## src/mixer_hp_regs_defines.vh

```
/*
 * Constants for the output mixer path gain and headphone volume
 * register bank: register offsets, field positions, reset values and
 * the path gain decode. Included by the register bank and by the
 * headphone channel module; holds definitions only.
 */
// Notes on behaviour
// - Path gain code 0 disconnects; 1 is -12dB, 2 is -9dB, 7 is +6dB.
// - Left mixer register bits 3:1 hold left preamp gain, reset 0.
// - Left mixer register bits 7:5 hold right preamp gain, reset 0.
// - Left mixer register bits 11:9 hold left aux gain, reset 0.
// - Right mixer register bits 3:1 hold left preamp gain, reset 0.
// - Right mixer register bits 7:5 hold right preamp gain, reset 0.
// - Right mixer register bits 15:13 hold right aux gain, reset 0.
// - Output mixer gains are own storage, record mixer gains untouched.
// - Headphone volume bit 14 mutes that channel, reset 0.
// - Bit 13 set defers gain change to a zero crossing, reset 0.
// - Written volumes stay pending until update bit 8 is written one.
// - Six-bit volume in bits 7:2, reset code 0x39 means 0dB.
// - Output control bit 0 enables common return ground feedback.
// - Headphone enables live in power register and volume bit 15.
`ifndef MIXER_HP_REGS_DEFINES_VH
`define MIXER_HP_REGS_DEFINES_VH

// ============================================================
// Register offsets
`define ADDR_W               8
`define DATA_W               16
`define ADDR_POWER_MGMT      8'h0A
`define ADDR_OUTPUT_CONTROL  8'h4C
`define ADDR_LEFT_MIX_GAIN   8'h60
`define ADDR_RIGHT_MIX_GAIN  8'h61
`define ADDR_HP_LEFT_VOL     8'h68
`define ADDR_HP_RIGHT_VOL    8'h69

// ============================================================
// Mixer path gain fields
`define PATH_GAIN_W          3
`define PATH_GAIN_RESET      3'h0
`define PATH_OFF_CODE        3'h0
`define LPRE_GAIN_LSB        1
`define RPRE_GAIN_LSB        5
`define LAUX_GAIN_LSB        9
`define RAUX_GAIN_LSB        13
`define PATH_DB_W            5
`define PATH_DB_STEP         5'h03
`define PATH_DB_OFFSET       5'h0F
`define PATH_DB_OFF          5'h00
`define LIVE_RESET           6'h00

// ============================================================
// Headphone volume fields
`define HP_GAIN_W            6
`define HP_GAIN_LSB          2
`define HP_GAIN_RESET        6'h39
`define HP_COMMIT_BIT        8
`define HP_ZC_BIT            13
`define HP_SILENCE_BIT       14
`define HP_ON_BIT            15

// ============================================================
// Power management and output control fields
`define PWR_LEFT_ON_BIT      0
`define PWR_RIGHT_ON_BIT     1
`define FEEDBACK_BIT         0
`define BIT_RESET            1'h0
`define READ_ZERO            16'h0000

`endif

```

## src/hp_volume_channel.v

```verilog
/*
 * One headphone channel volume stage: pending gain, applied gain and
 * the zero-cross deferral of a committed change.
 * Assumes load and commit come from the register bank in one cycle,
 * and that zero_cross is a one-cycle pulse synchronous to ref_clk.
 */
`timescale 1ns/1ns
`include "mixer_hp_regs_defines.vh"

module hp_volume_channel (
    input  wire                   ref_clk,
    input  wire                   reset,
    input  wire                   load,
    input  wire [`HP_GAIN_W-1:0]  load_gain,
    input  wire                   commit,
    input  wire                   zc_en,
    input  wire                   zero_cross,
    output reg  [`HP_GAIN_W-1:0]  pending_gain,
    output reg  [`HP_GAIN_W-1:0]  applied_gain,
    output reg                    waiting
);

    wire [`HP_GAIN_W-1:0] next_pending;

    // A write that carries the update bit commits its own new value
    assign next_pending = load ? load_gain : pending_gain;

    always @(posedge ref_clk) begin
        if (reset) begin
            pending_gain <= `HP_GAIN_RESET;
            applied_gain <= `HP_GAIN_RESET;
            waiting      <= `BIT_RESET;
        end else begin
            pending_gain <= next_pending;
            if (commit && !zc_en) begin
                applied_gain <= next_pending;
                waiting      <= 1'b0;
            end else if (commit) begin
                waiting      <= 1'b1;
            end else if (waiting && (zero_cross || !zc_en)) begin
                // Dropping zc while armed releases the change at once
                applied_gain <= pending_gain;
                waiting      <= 1'b0;
            end
        end
    end

endmodule

```

## src/output_mixer_gain_headphone_volume_regs.v

```verilog
/*
 * Register bank for the output mixer path gains, the first headphone
 * pair volume, mute, zero-cross and enable bits, and the common return
 * ground feedback enable.
 * Assumes a plain register port on ref_clk: one-cycle write or read
 * strobes, never both at once, read data valid the cycle after a read.
 * Zero-cross pulses come from the analogue side, already synchronous.
 */
// The address-and-strobe port was decided locally.
`timescale 1ns/1ns
`include "mixer_hp_regs_defines.vh"

module output_mixer_gain_headphone_volume_regs (
    input  wire                       ref_clk,
    input  wire                       reset,
    input  wire [`ADDR_W-1:0]         reg_addr,
    input  wire [`DATA_W-1:0]         reg_wdata,
    input  wire                       reg_wr,
    input  wire                       reg_rd,
    output reg  [`DATA_W-1:0]         reg_rdata,
    input  wire                       left_zero_cross,
    input  wire                       right_zero_cross,
    output reg  [`PATH_GAIN_W-1:0]    lpre_to_lmix_gain,
    output reg  [`PATH_GAIN_W-1:0]    rpre_to_lmix_gain,
    output reg  [`PATH_GAIN_W-1:0]    laux_to_lmix_gain,
    output reg  [`PATH_GAIN_W-1:0]    lpre_to_rmix_gain,
    output reg  [`PATH_GAIN_W-1:0]    rpre_to_rmix_gain,
    output reg  [`PATH_GAIN_W-1:0]    raux_to_rmix_gain,
    output reg  [`PATH_DB_W-1:0]      lpre_to_lmix_db,
    output reg  [`PATH_DB_W-1:0]      rpre_to_lmix_db,
    output reg  [`PATH_DB_W-1:0]      laux_to_lmix_db,
    output reg  [`PATH_DB_W-1:0]      lpre_to_rmix_db,
    output reg  [`PATH_DB_W-1:0]      rpre_to_rmix_db,
    output reg  [`PATH_DB_W-1:0]      raux_to_rmix_db,
    output reg  [5:0]                 mix_path_live,
    output wire [`HP_GAIN_W-1:0]      hp_left_gain,
    output wire [`HP_GAIN_W-1:0]      hp_right_gain,
    output wire                       hp_left_waiting,
    output wire                       hp_right_waiting,
    output reg                        hp_left_silence,
    output reg                        hp_right_silence,
    output reg                        hp_left_zero_cross,
    output reg                        hp_right_zero_cross,
    output reg                        hp_left_on,
    output reg                        hp_right_on,
    output reg                        hp_ground_feedback_en
);

    // ============================================================
    // Address decode
    wire wr_pwr   = reg_wr && (reg_addr == `ADDR_POWER_MGMT);
    wire wr_outc  = reg_wr && (reg_addr == `ADDR_OUTPUT_CONTROL);
    wire wr_lmix  = reg_wr && (reg_addr == `ADDR_LEFT_MIX_GAIN);
    wire wr_rmix  = reg_wr && (reg_addr == `ADDR_RIGHT_MIX_GAIN);
    wire wr_hpl   = reg_wr && (reg_addr == `ADDR_HP_LEFT_VOL);
    wire wr_hpr   = reg_wr && (reg_addr == `ADDR_HP_RIGHT_VOL);

    // Update bit is a strobe, never stored, so it always reads zero
    wire commit_hp = (wr_hpl || wr_hpr)
                     && reg_wdata[`HP_COMMIT_BIT];

    // Zero-cross choice seen by a commit includes the same write's value
    wire zc_left_next  = wr_hpl ? reg_wdata[`HP_ZC_BIT]
                                : hp_left_zero_cross;
    wire zc_right_next = wr_hpr ? reg_wdata[`HP_ZC_BIT]
                                : hp_right_zero_cross;

    wire [`HP_GAIN_W-1:0] pend_left;
    wire [`HP_GAIN_W-1:0] pend_right;

    // ============================================================
    // Path gain decode: 3dB steps from -12dB at code 1
    function [`PATH_DB_W-1:0] path_db;
        input [`PATH_GAIN_W-1:0] code;
        begin
            if (code == `PATH_OFF_CODE) begin
                path_db = `PATH_DB_OFF;
            end else begin
                path_db = {2'h0, code} * `PATH_DB_STEP
                          - `PATH_DB_OFFSET;
            end
        end
    endfunction

    // ============================================================
    // Mixer path gain storage, separate from any record mixer gain
    always @(posedge ref_clk) begin
        if (reset) begin
            lpre_to_lmix_gain <= `PATH_GAIN_RESET;
            rpre_to_lmix_gain <= `PATH_GAIN_RESET;
            laux_to_lmix_gain <= `PATH_GAIN_RESET;
            lpre_to_rmix_gain <= `PATH_GAIN_RESET;
            rpre_to_rmix_gain <= `PATH_GAIN_RESET;
            raux_to_rmix_gain <= `PATH_GAIN_RESET;
        end else begin
            if (wr_lmix) begin
                lpre_to_lmix_gain <= reg_wdata[`LPRE_GAIN_LSB +:
                                               `PATH_GAIN_W];
                rpre_to_lmix_gain <= reg_wdata[`RPRE_GAIN_LSB +:
                                               `PATH_GAIN_W];
                laux_to_lmix_gain <= reg_wdata[`LAUX_GAIN_LSB +:
                                               `PATH_GAIN_W];
            end
            if (wr_rmix) begin
                lpre_to_rmix_gain <= reg_wdata[`LPRE_GAIN_LSB +:
                                               `PATH_GAIN_W];
                rpre_to_rmix_gain <= reg_wdata[`RPRE_GAIN_LSB +:
                                               `PATH_GAIN_W];
                raux_to_rmix_gain <= reg_wdata[`RAUX_GAIN_LSB +:
                                               `PATH_GAIN_W];
            end
        end
    end

    // ============================================================
    // Decoded path gain, registered: lags the field by one cycle
    always @(posedge ref_clk) begin
        if (reset) begin
            lpre_to_lmix_db <= `PATH_DB_OFF;
            rpre_to_lmix_db <= `PATH_DB_OFF;
            laux_to_lmix_db <= `PATH_DB_OFF;
            lpre_to_rmix_db <= `PATH_DB_OFF;
            rpre_to_rmix_db <= `PATH_DB_OFF;
            raux_to_rmix_db <= `PATH_DB_OFF;
            mix_path_live   <= `LIVE_RESET;
        end else begin
            lpre_to_lmix_db <= path_db(lpre_to_lmix_gain);
            rpre_to_lmix_db <= path_db(rpre_to_lmix_gain);
            laux_to_lmix_db <= path_db(laux_to_lmix_gain);
            lpre_to_rmix_db <= path_db(lpre_to_rmix_gain);
            rpre_to_rmix_db <= path_db(rpre_to_rmix_gain);
            raux_to_rmix_db <= path_db(raux_to_rmix_gain);
            mix_path_live   <= {
                raux_to_rmix_gain != `PATH_OFF_CODE,
                rpre_to_rmix_gain != `PATH_OFF_CODE,
                lpre_to_rmix_gain != `PATH_OFF_CODE,
                laux_to_lmix_gain != `PATH_OFF_CODE,
                rpre_to_lmix_gain != `PATH_OFF_CODE,
                lpre_to_lmix_gain != `PATH_OFF_CODE
            };
        end
    end

    // ============================================================
    // Headphone control bits
    always @(posedge ref_clk) begin
        if (reset) begin
            hp_left_silence       <= `BIT_RESET;
            hp_right_silence      <= `BIT_RESET;
            hp_left_zero_cross    <= `BIT_RESET;
            hp_right_zero_cross   <= `BIT_RESET;
            hp_left_on            <= `BIT_RESET;
            hp_right_on           <= `BIT_RESET;
            hp_ground_feedback_en <= `BIT_RESET;
        end else begin
            if (wr_hpl) begin
                hp_left_silence    <= reg_wdata[`HP_SILENCE_BIT];
                hp_left_zero_cross <= reg_wdata[`HP_ZC_BIT];
                hp_left_on         <= reg_wdata[`HP_ON_BIT];
            end
            if (wr_hpr) begin
                hp_right_silence    <= reg_wdata[`HP_SILENCE_BIT];
                hp_right_zero_cross <= reg_wdata[`HP_ZC_BIT];
                hp_right_on         <= reg_wdata[`HP_ON_BIT];
            end
            // Second window onto the same enable flops
            if (wr_pwr) begin
                hp_left_on  <= reg_wdata[`PWR_LEFT_ON_BIT];
                hp_right_on <= reg_wdata[`PWR_RIGHT_ON_BIT];
            end
            if (wr_outc) begin
                hp_ground_feedback_en <= reg_wdata[`FEEDBACK_BIT];
            end
        end
    end

    // ============================================================
    // Volume channels share one commit so both sides move together when zero-cross is off on both
    hp_volume_channel left_channel (
        .ref_clk      (ref_clk),
        .reset        (reset),
        .load         (wr_hpl),
        .load_gain    (reg_wdata[`HP_GAIN_LSB +: `HP_GAIN_W]),
        .commit       (commit_hp),
        .zc_en        (zc_left_next),
        .zero_cross   (left_zero_cross),
        .pending_gain (pend_left),
        .applied_gain (hp_left_gain),
        .waiting      (hp_left_waiting)
    );

    hp_volume_channel right_channel (
        .ref_clk      (ref_clk),
        .reset        (reset),
        .load         (wr_hpr),
        .load_gain    (reg_wdata[`HP_GAIN_LSB +: `HP_GAIN_W]),
        .commit       (commit_hp),
        .zc_en        (zc_right_next),
        .zero_cross   (right_zero_cross),
        .pending_gain (pend_right),
        .applied_gain (hp_right_gain),
        .waiting      (hp_right_waiting)
    );

    // ============================================================
    // Read path: undefined bits and unmapped offsets read zero
    reg [`DATA_W-1:0] rd_mux;

    always @* begin
        rd_mux = `READ_ZERO;
        case (reg_addr)
            `ADDR_POWER_MGMT: begin
                rd_mux[`PWR_LEFT_ON_BIT]  = hp_left_on;
                rd_mux[`PWR_RIGHT_ON_BIT] = hp_right_on;
            end
            `ADDR_OUTPUT_CONTROL: begin
                rd_mux[`FEEDBACK_BIT] = hp_ground_feedback_en;
            end
            `ADDR_LEFT_MIX_GAIN: begin
                rd_mux[`LPRE_GAIN_LSB +: `PATH_GAIN_W] = lpre_to_lmix_gain;
                rd_mux[`RPRE_GAIN_LSB +: `PATH_GAIN_W] = rpre_to_lmix_gain;
                rd_mux[`LAUX_GAIN_LSB +: `PATH_GAIN_W] = laux_to_lmix_gain;
            end
            `ADDR_RIGHT_MIX_GAIN: begin
                rd_mux[`LPRE_GAIN_LSB +: `PATH_GAIN_W] = lpre_to_rmix_gain;
                rd_mux[`RPRE_GAIN_LSB +: `PATH_GAIN_W] = rpre_to_rmix_gain;
                rd_mux[`RAUX_GAIN_LSB +: `PATH_GAIN_W] = raux_to_rmix_gain;
            end
            `ADDR_HP_LEFT_VOL: begin
                rd_mux[`HP_ON_BIT]      = hp_left_on;
                rd_mux[`HP_SILENCE_BIT] = hp_left_silence;
                rd_mux[`HP_ZC_BIT]      = hp_left_zero_cross;
                // Software sees what it wrote, not what is applied yet
                rd_mux[`HP_GAIN_LSB +: `HP_GAIN_W] = pend_left;
            end
            `ADDR_HP_RIGHT_VOL: begin
                rd_mux[`HP_ON_BIT]      = hp_right_on;
                rd_mux[`HP_SILENCE_BIT] = hp_right_silence;
                rd_mux[`HP_ZC_BIT]      = hp_right_zero_cross;
                rd_mux[`HP_GAIN_LSB +: `HP_GAIN_W] = pend_right;
            end
            default: begin
                rd_mux = `READ_ZERO;
            end
        endcase
    end

    // Data stands only in the cycle after the read strobe
    always @(posedge ref_clk) begin
        if (reset) begin
            reg_rdata <= `READ_ZERO;
        end else if (reg_rd) begin
            reg_rdata <= rd_mux;
        end else begin
            reg_rdata <= `READ_ZERO;
        end
    end

endmodule

```

## config.mk

```make
export PLATFORM = sky130hd
export DESIGN_NAME = output_mixer_gain_headphone_volume_regs
export DESIGN_NICKNAME = d
export VERILOG_FILES = /design/src/hp_volume_channel.v /design/src/output_mixer_gain_headphone_volume_regs.v
export VERILOG_INCLUDE_DIRS = /design/src
export SDC_FILE = /design/constraint.sdc
export NUM_CORES = 1
export LEC_CHECK = 0
export BUFFER_PORTS_ARGS = -buffer_cell sky130_fd_sc_hd__buf_2
export CORE_UTILIZATION = 50
export CTS_CLUSTER_DIAMETER = 200
export DETAILED_ROUTE_END_ITERATION = 7
export GPL_ROUTABILITY_DRIVEN = 0
export PLACE_DENSITY = 0.78
export SKIP_CTS_REPAIR_TIMING = 1
export SYNTH_ARGS = -nofsm -noshare
export SYNTH_HDL_FRONTEND = slang
export SYNTH_SLANG_ARGS = --single-unit
```

## constraint.sdc

```tcl
create_clock -name ref_clk -period 2.17 [get_ports ref_clk]
set_input_delay 0 -clock ref_clk [delete_from_list [all_inputs] [get_ports ref_clk]]
set_output_delay 0 -clock ref_clk [all_outputs]
set_load 0.005 [all_outputs]
```

==> impl_metrics.env <==
export IMPL_rsz0062_at_grt="no"
export IMPL_dp_hpwl_mm=8.331
export IMPL_layout_nets=663
export IMPL_design_core_area_mm2=0.008848
export IMPL_max_slew_margin_pct=62.58
export IMPL_highest_layer="met4"
export IMPL_antenna_found_initial=0
export IMPL_setup_viol=0
export IMPL_avgRoutedWirePerCell_um=15.80
export IMPL_finalClockSkew_ns=0.01093
export IMPL_diodes=0
export IMPL_postRouteAntennaNets=0
export IMPL_area_growth_syn_to_layout_pct=22.40
export IMPL_fmaxAchievable_mhz=479.5
export IMPL_grt_overflow_total=0
export IMPL_grt_pass1_vias=3786
export IMPL_mostFrequentLayoutCell="buf_2"
export IMPL_ys_seq_area_share_pct=43.57
export IMPL_post_route_cells_drive_above_1_share_pct=28.36
export IMPL_violations="DRC, hold timing"
export IMPL_drc=11
export IMPL_finalCritPeriodShare_pct=96.10
export IMPL_worst_pin_slew_ns=0.5598
export IMPL_power_density_mw_per_mm2=555.5
export IMPL_drv_cap=0
export IMPL_clockBufferDepth=2
export IMPL_yosys_register_bits=101
export IMPL_fillerInstances=751
export IMPL_leakagePower_nw=2.720
export IMPL_grt_first_pass_wirelength_mm=18.04
export IMPL_port_buffers=117
export IMPL_rows=34
export IMPL_status="finished with violations"
export IMPL_worst_hold_slack_ns=-0.01219
export IMPL_clk_latency_ns=0.36
export IMPL_postSynthCellCount=456
export IMPL_drt_iter0_markers=243
export IMPL_first_pass_iters=8
export IMPL_cp_max_fo=7
export IMPL_initial_core_util_pct=52.45
export IMPL_synth_area_mm2=0.004641
export IMPL_wl_met2_mm=5.474
export IMPL_detail_route_wirelength_mm=11.12
export IMPL_die_x_um=98.34
export IMPL_grt_usage_pct=23.34
export IMPL_cp_start_kind="input pin"
export IMPL_avgViaCountPerCell=5.527
export IMPL_ys_warn_count=0
export IMPL_grt_start_max_net_pins=52
export IMPL_die_area_mm2=0.009671
export IMPL_avgSynthCellArea_um2=10.18
export IMPL_synthFlopType="dfxtp_1"
export IMPL_clk_pin_slew_worst_paths_ns=0.09
export IMPL_criticalPathCategory="in -> reg"
export IMPL_peakVddDrop_v=0.0003015
export IMPL_cts_tree="yes"
export IMPL_routed_via_count=3891
export IMPL_htreeDepth=3
export IMPL_fin_crit_ns=2.085
export IMPL_crit_arrival_ns=2.33
export IMPL_endpoint_kind="register"
export IMPL_synth_distinct_cells=59
export IMPL_wl_met3_um=659
export IMPL_die_h_um=98.34
export IMPL_hold_violations=2
export IMPL_ios=121
export IMPL_cts_buffers=9
export IMPL_final_cell_mix="buf_2, dfxtp_1, nor2_1, ha_1, inv_1"
export IMPL_hold_class="in -> reg"
export IMPL_drv_slew=0
export IMPL_finalSetupTns_ns=0
export IMPL_required_ns=2.41
export IMPL_cts_root_buf="clkbuf_8"
export IMPL_numClockSinks=101
export IMPL_synth_edf_count=0
export IMPL_met1Wirelength_mm=4.781
export IMPL_synthArstFlopShare_pct=0
-- cell families (layout without fill, tap and decap cells) --
kind of cell	after synthesis	after routing	share of synthesized area, %
buffers and inverters	53	192	4.961
adder cells (fa/ha/maj)	42	42	12.29
AO/OA/AOI/OAI	86	86	14.56
other	1	2	0.08081
XOR/XNOR	12	12	2.265
multiplexers	27	27	5.958
flip-flops	101	101	43.57
AND/OR/NAND/NOR	134	134	16.31
-- worst max-delay path, cell delays in order --
cell           delay [ns]
dlygate4sd3_1        0.54
buf_2                0.17
or4b_2               0.70
nor3_1               0.31
o32ai_2              0.22
a221o_1              0.39
-- final cells by class --
cell class,instances,area [um2],share of cell area [%]
Sequential cell,101,2022,35.59
Tap cell,108,135.1,2.379
Inverter,33,123.9,2.181
Timing Repair Buffer,143,815.8,14.36
Clock inverter,5,40.04,0.7048
Clock buffer,11,151.4,2.665
Multi-Input combinational cell,303,2392,42.11
-- stage by stage --
stage | setup slack, ns | instances | power, mW | utilization [%] | instance area [um2]
floorplan | 0.2216 | 457 | 1.968 | - | 4644
global placement | 0.1260 | 674 | 2.023 | 60.45 | 5349
detailed placement | 0.06946 | 674 | 2.026 | 60.45 | 5349
CTS | 0.4240 | 690 | 3.149 | 62.61 | 5540
global route | 0.01595 | 704 | 3.253 | 64.20 | 5680
finish | 0.08467 | 704 | 3.155 | 64.20 | 5680
-- routing by layer --
layer  vias to the layer above  global-route usage [%]
met3                        22                   3.364
li1                       1869                       -
met1                      1841                   29.47
met2                       159                   40.74
met4                         0                   8.037
met5                         -                       0
-- cell usage after synthesis, drive strengths merged (6+ instances only) --
cell / count / area [um2]
dfxtp: 101 / 2022
nand2b: 8 / 50.05
clkbuf: 12 / 45.04
ha: 36 / 450.4
and2: 8 / 50.05
a211oi: 10 / 75.07
a222oi: 9 / 90.09
nand2: 22 / 85.09
buf: 8 / 61.30
nor3: 6 / 57.55
xnor2: 12 / 105.1
nor2: 46 / 172.7
nand3: 13 / 70.07
mux2i: 22 / 220.2
inv: 33 / 123.9
a221o: 8 / 80.08
a21o: 15 / 112.6
a21oi: 19 / 95.09
fa: 6 / 120.1
-- state kept, by name, summed over array words and instances (netlist names), 5 cells and up --
| name | count |
|---|---|
| mix_path_live | 6 |
| left_channel.pending_gain | 6 |
| right_channel.pending_gain | 6 |
| raux_to_rmix_db | 5 |
| laux_to_lmix_db | 5 |
| rpre_to_lmix_db | 5 |
| left_channel.applied_gain | 6 |
| lpre_to_lmix_db | 5 |
| right_channel.applied_gain | 6 |
| rpre_to_rmix_db | 5 |
| lpre_to_rmix_db | 5 |
| reg_rdata | 14 |
-- worst paths after layout --
path                                             from                      endpoint  slack (ns)  cells past startpoint
worst max-delay path                    reg_wdata[13]  left_channel.applied_gain[5]        0.08                      6
worst max register to register   rpre_to_lmix_gain[1]            rpre_to_lmix_db[4]        0.44                      6
worst min register to register  hp_ground_feedback_en         hp_ground_feedback_en        0.49                      2
worst min-delay path                     reg_wdata[3]          lpre_to_lmix_gain[2]       -0.01                      3
-- power by group --
group | switching (mW) | internal [mW] | total [mW]
Clock | 0.662 | 0.488 | 1.15
Sequential | 0.00181 | 1.85 | 1.86
Combinational | 0.0868 | 0.0627 | 0.150
Total | 0.750 | 2.41 | 3.16
Note: power is estimated with default switching activity, not from simulation.
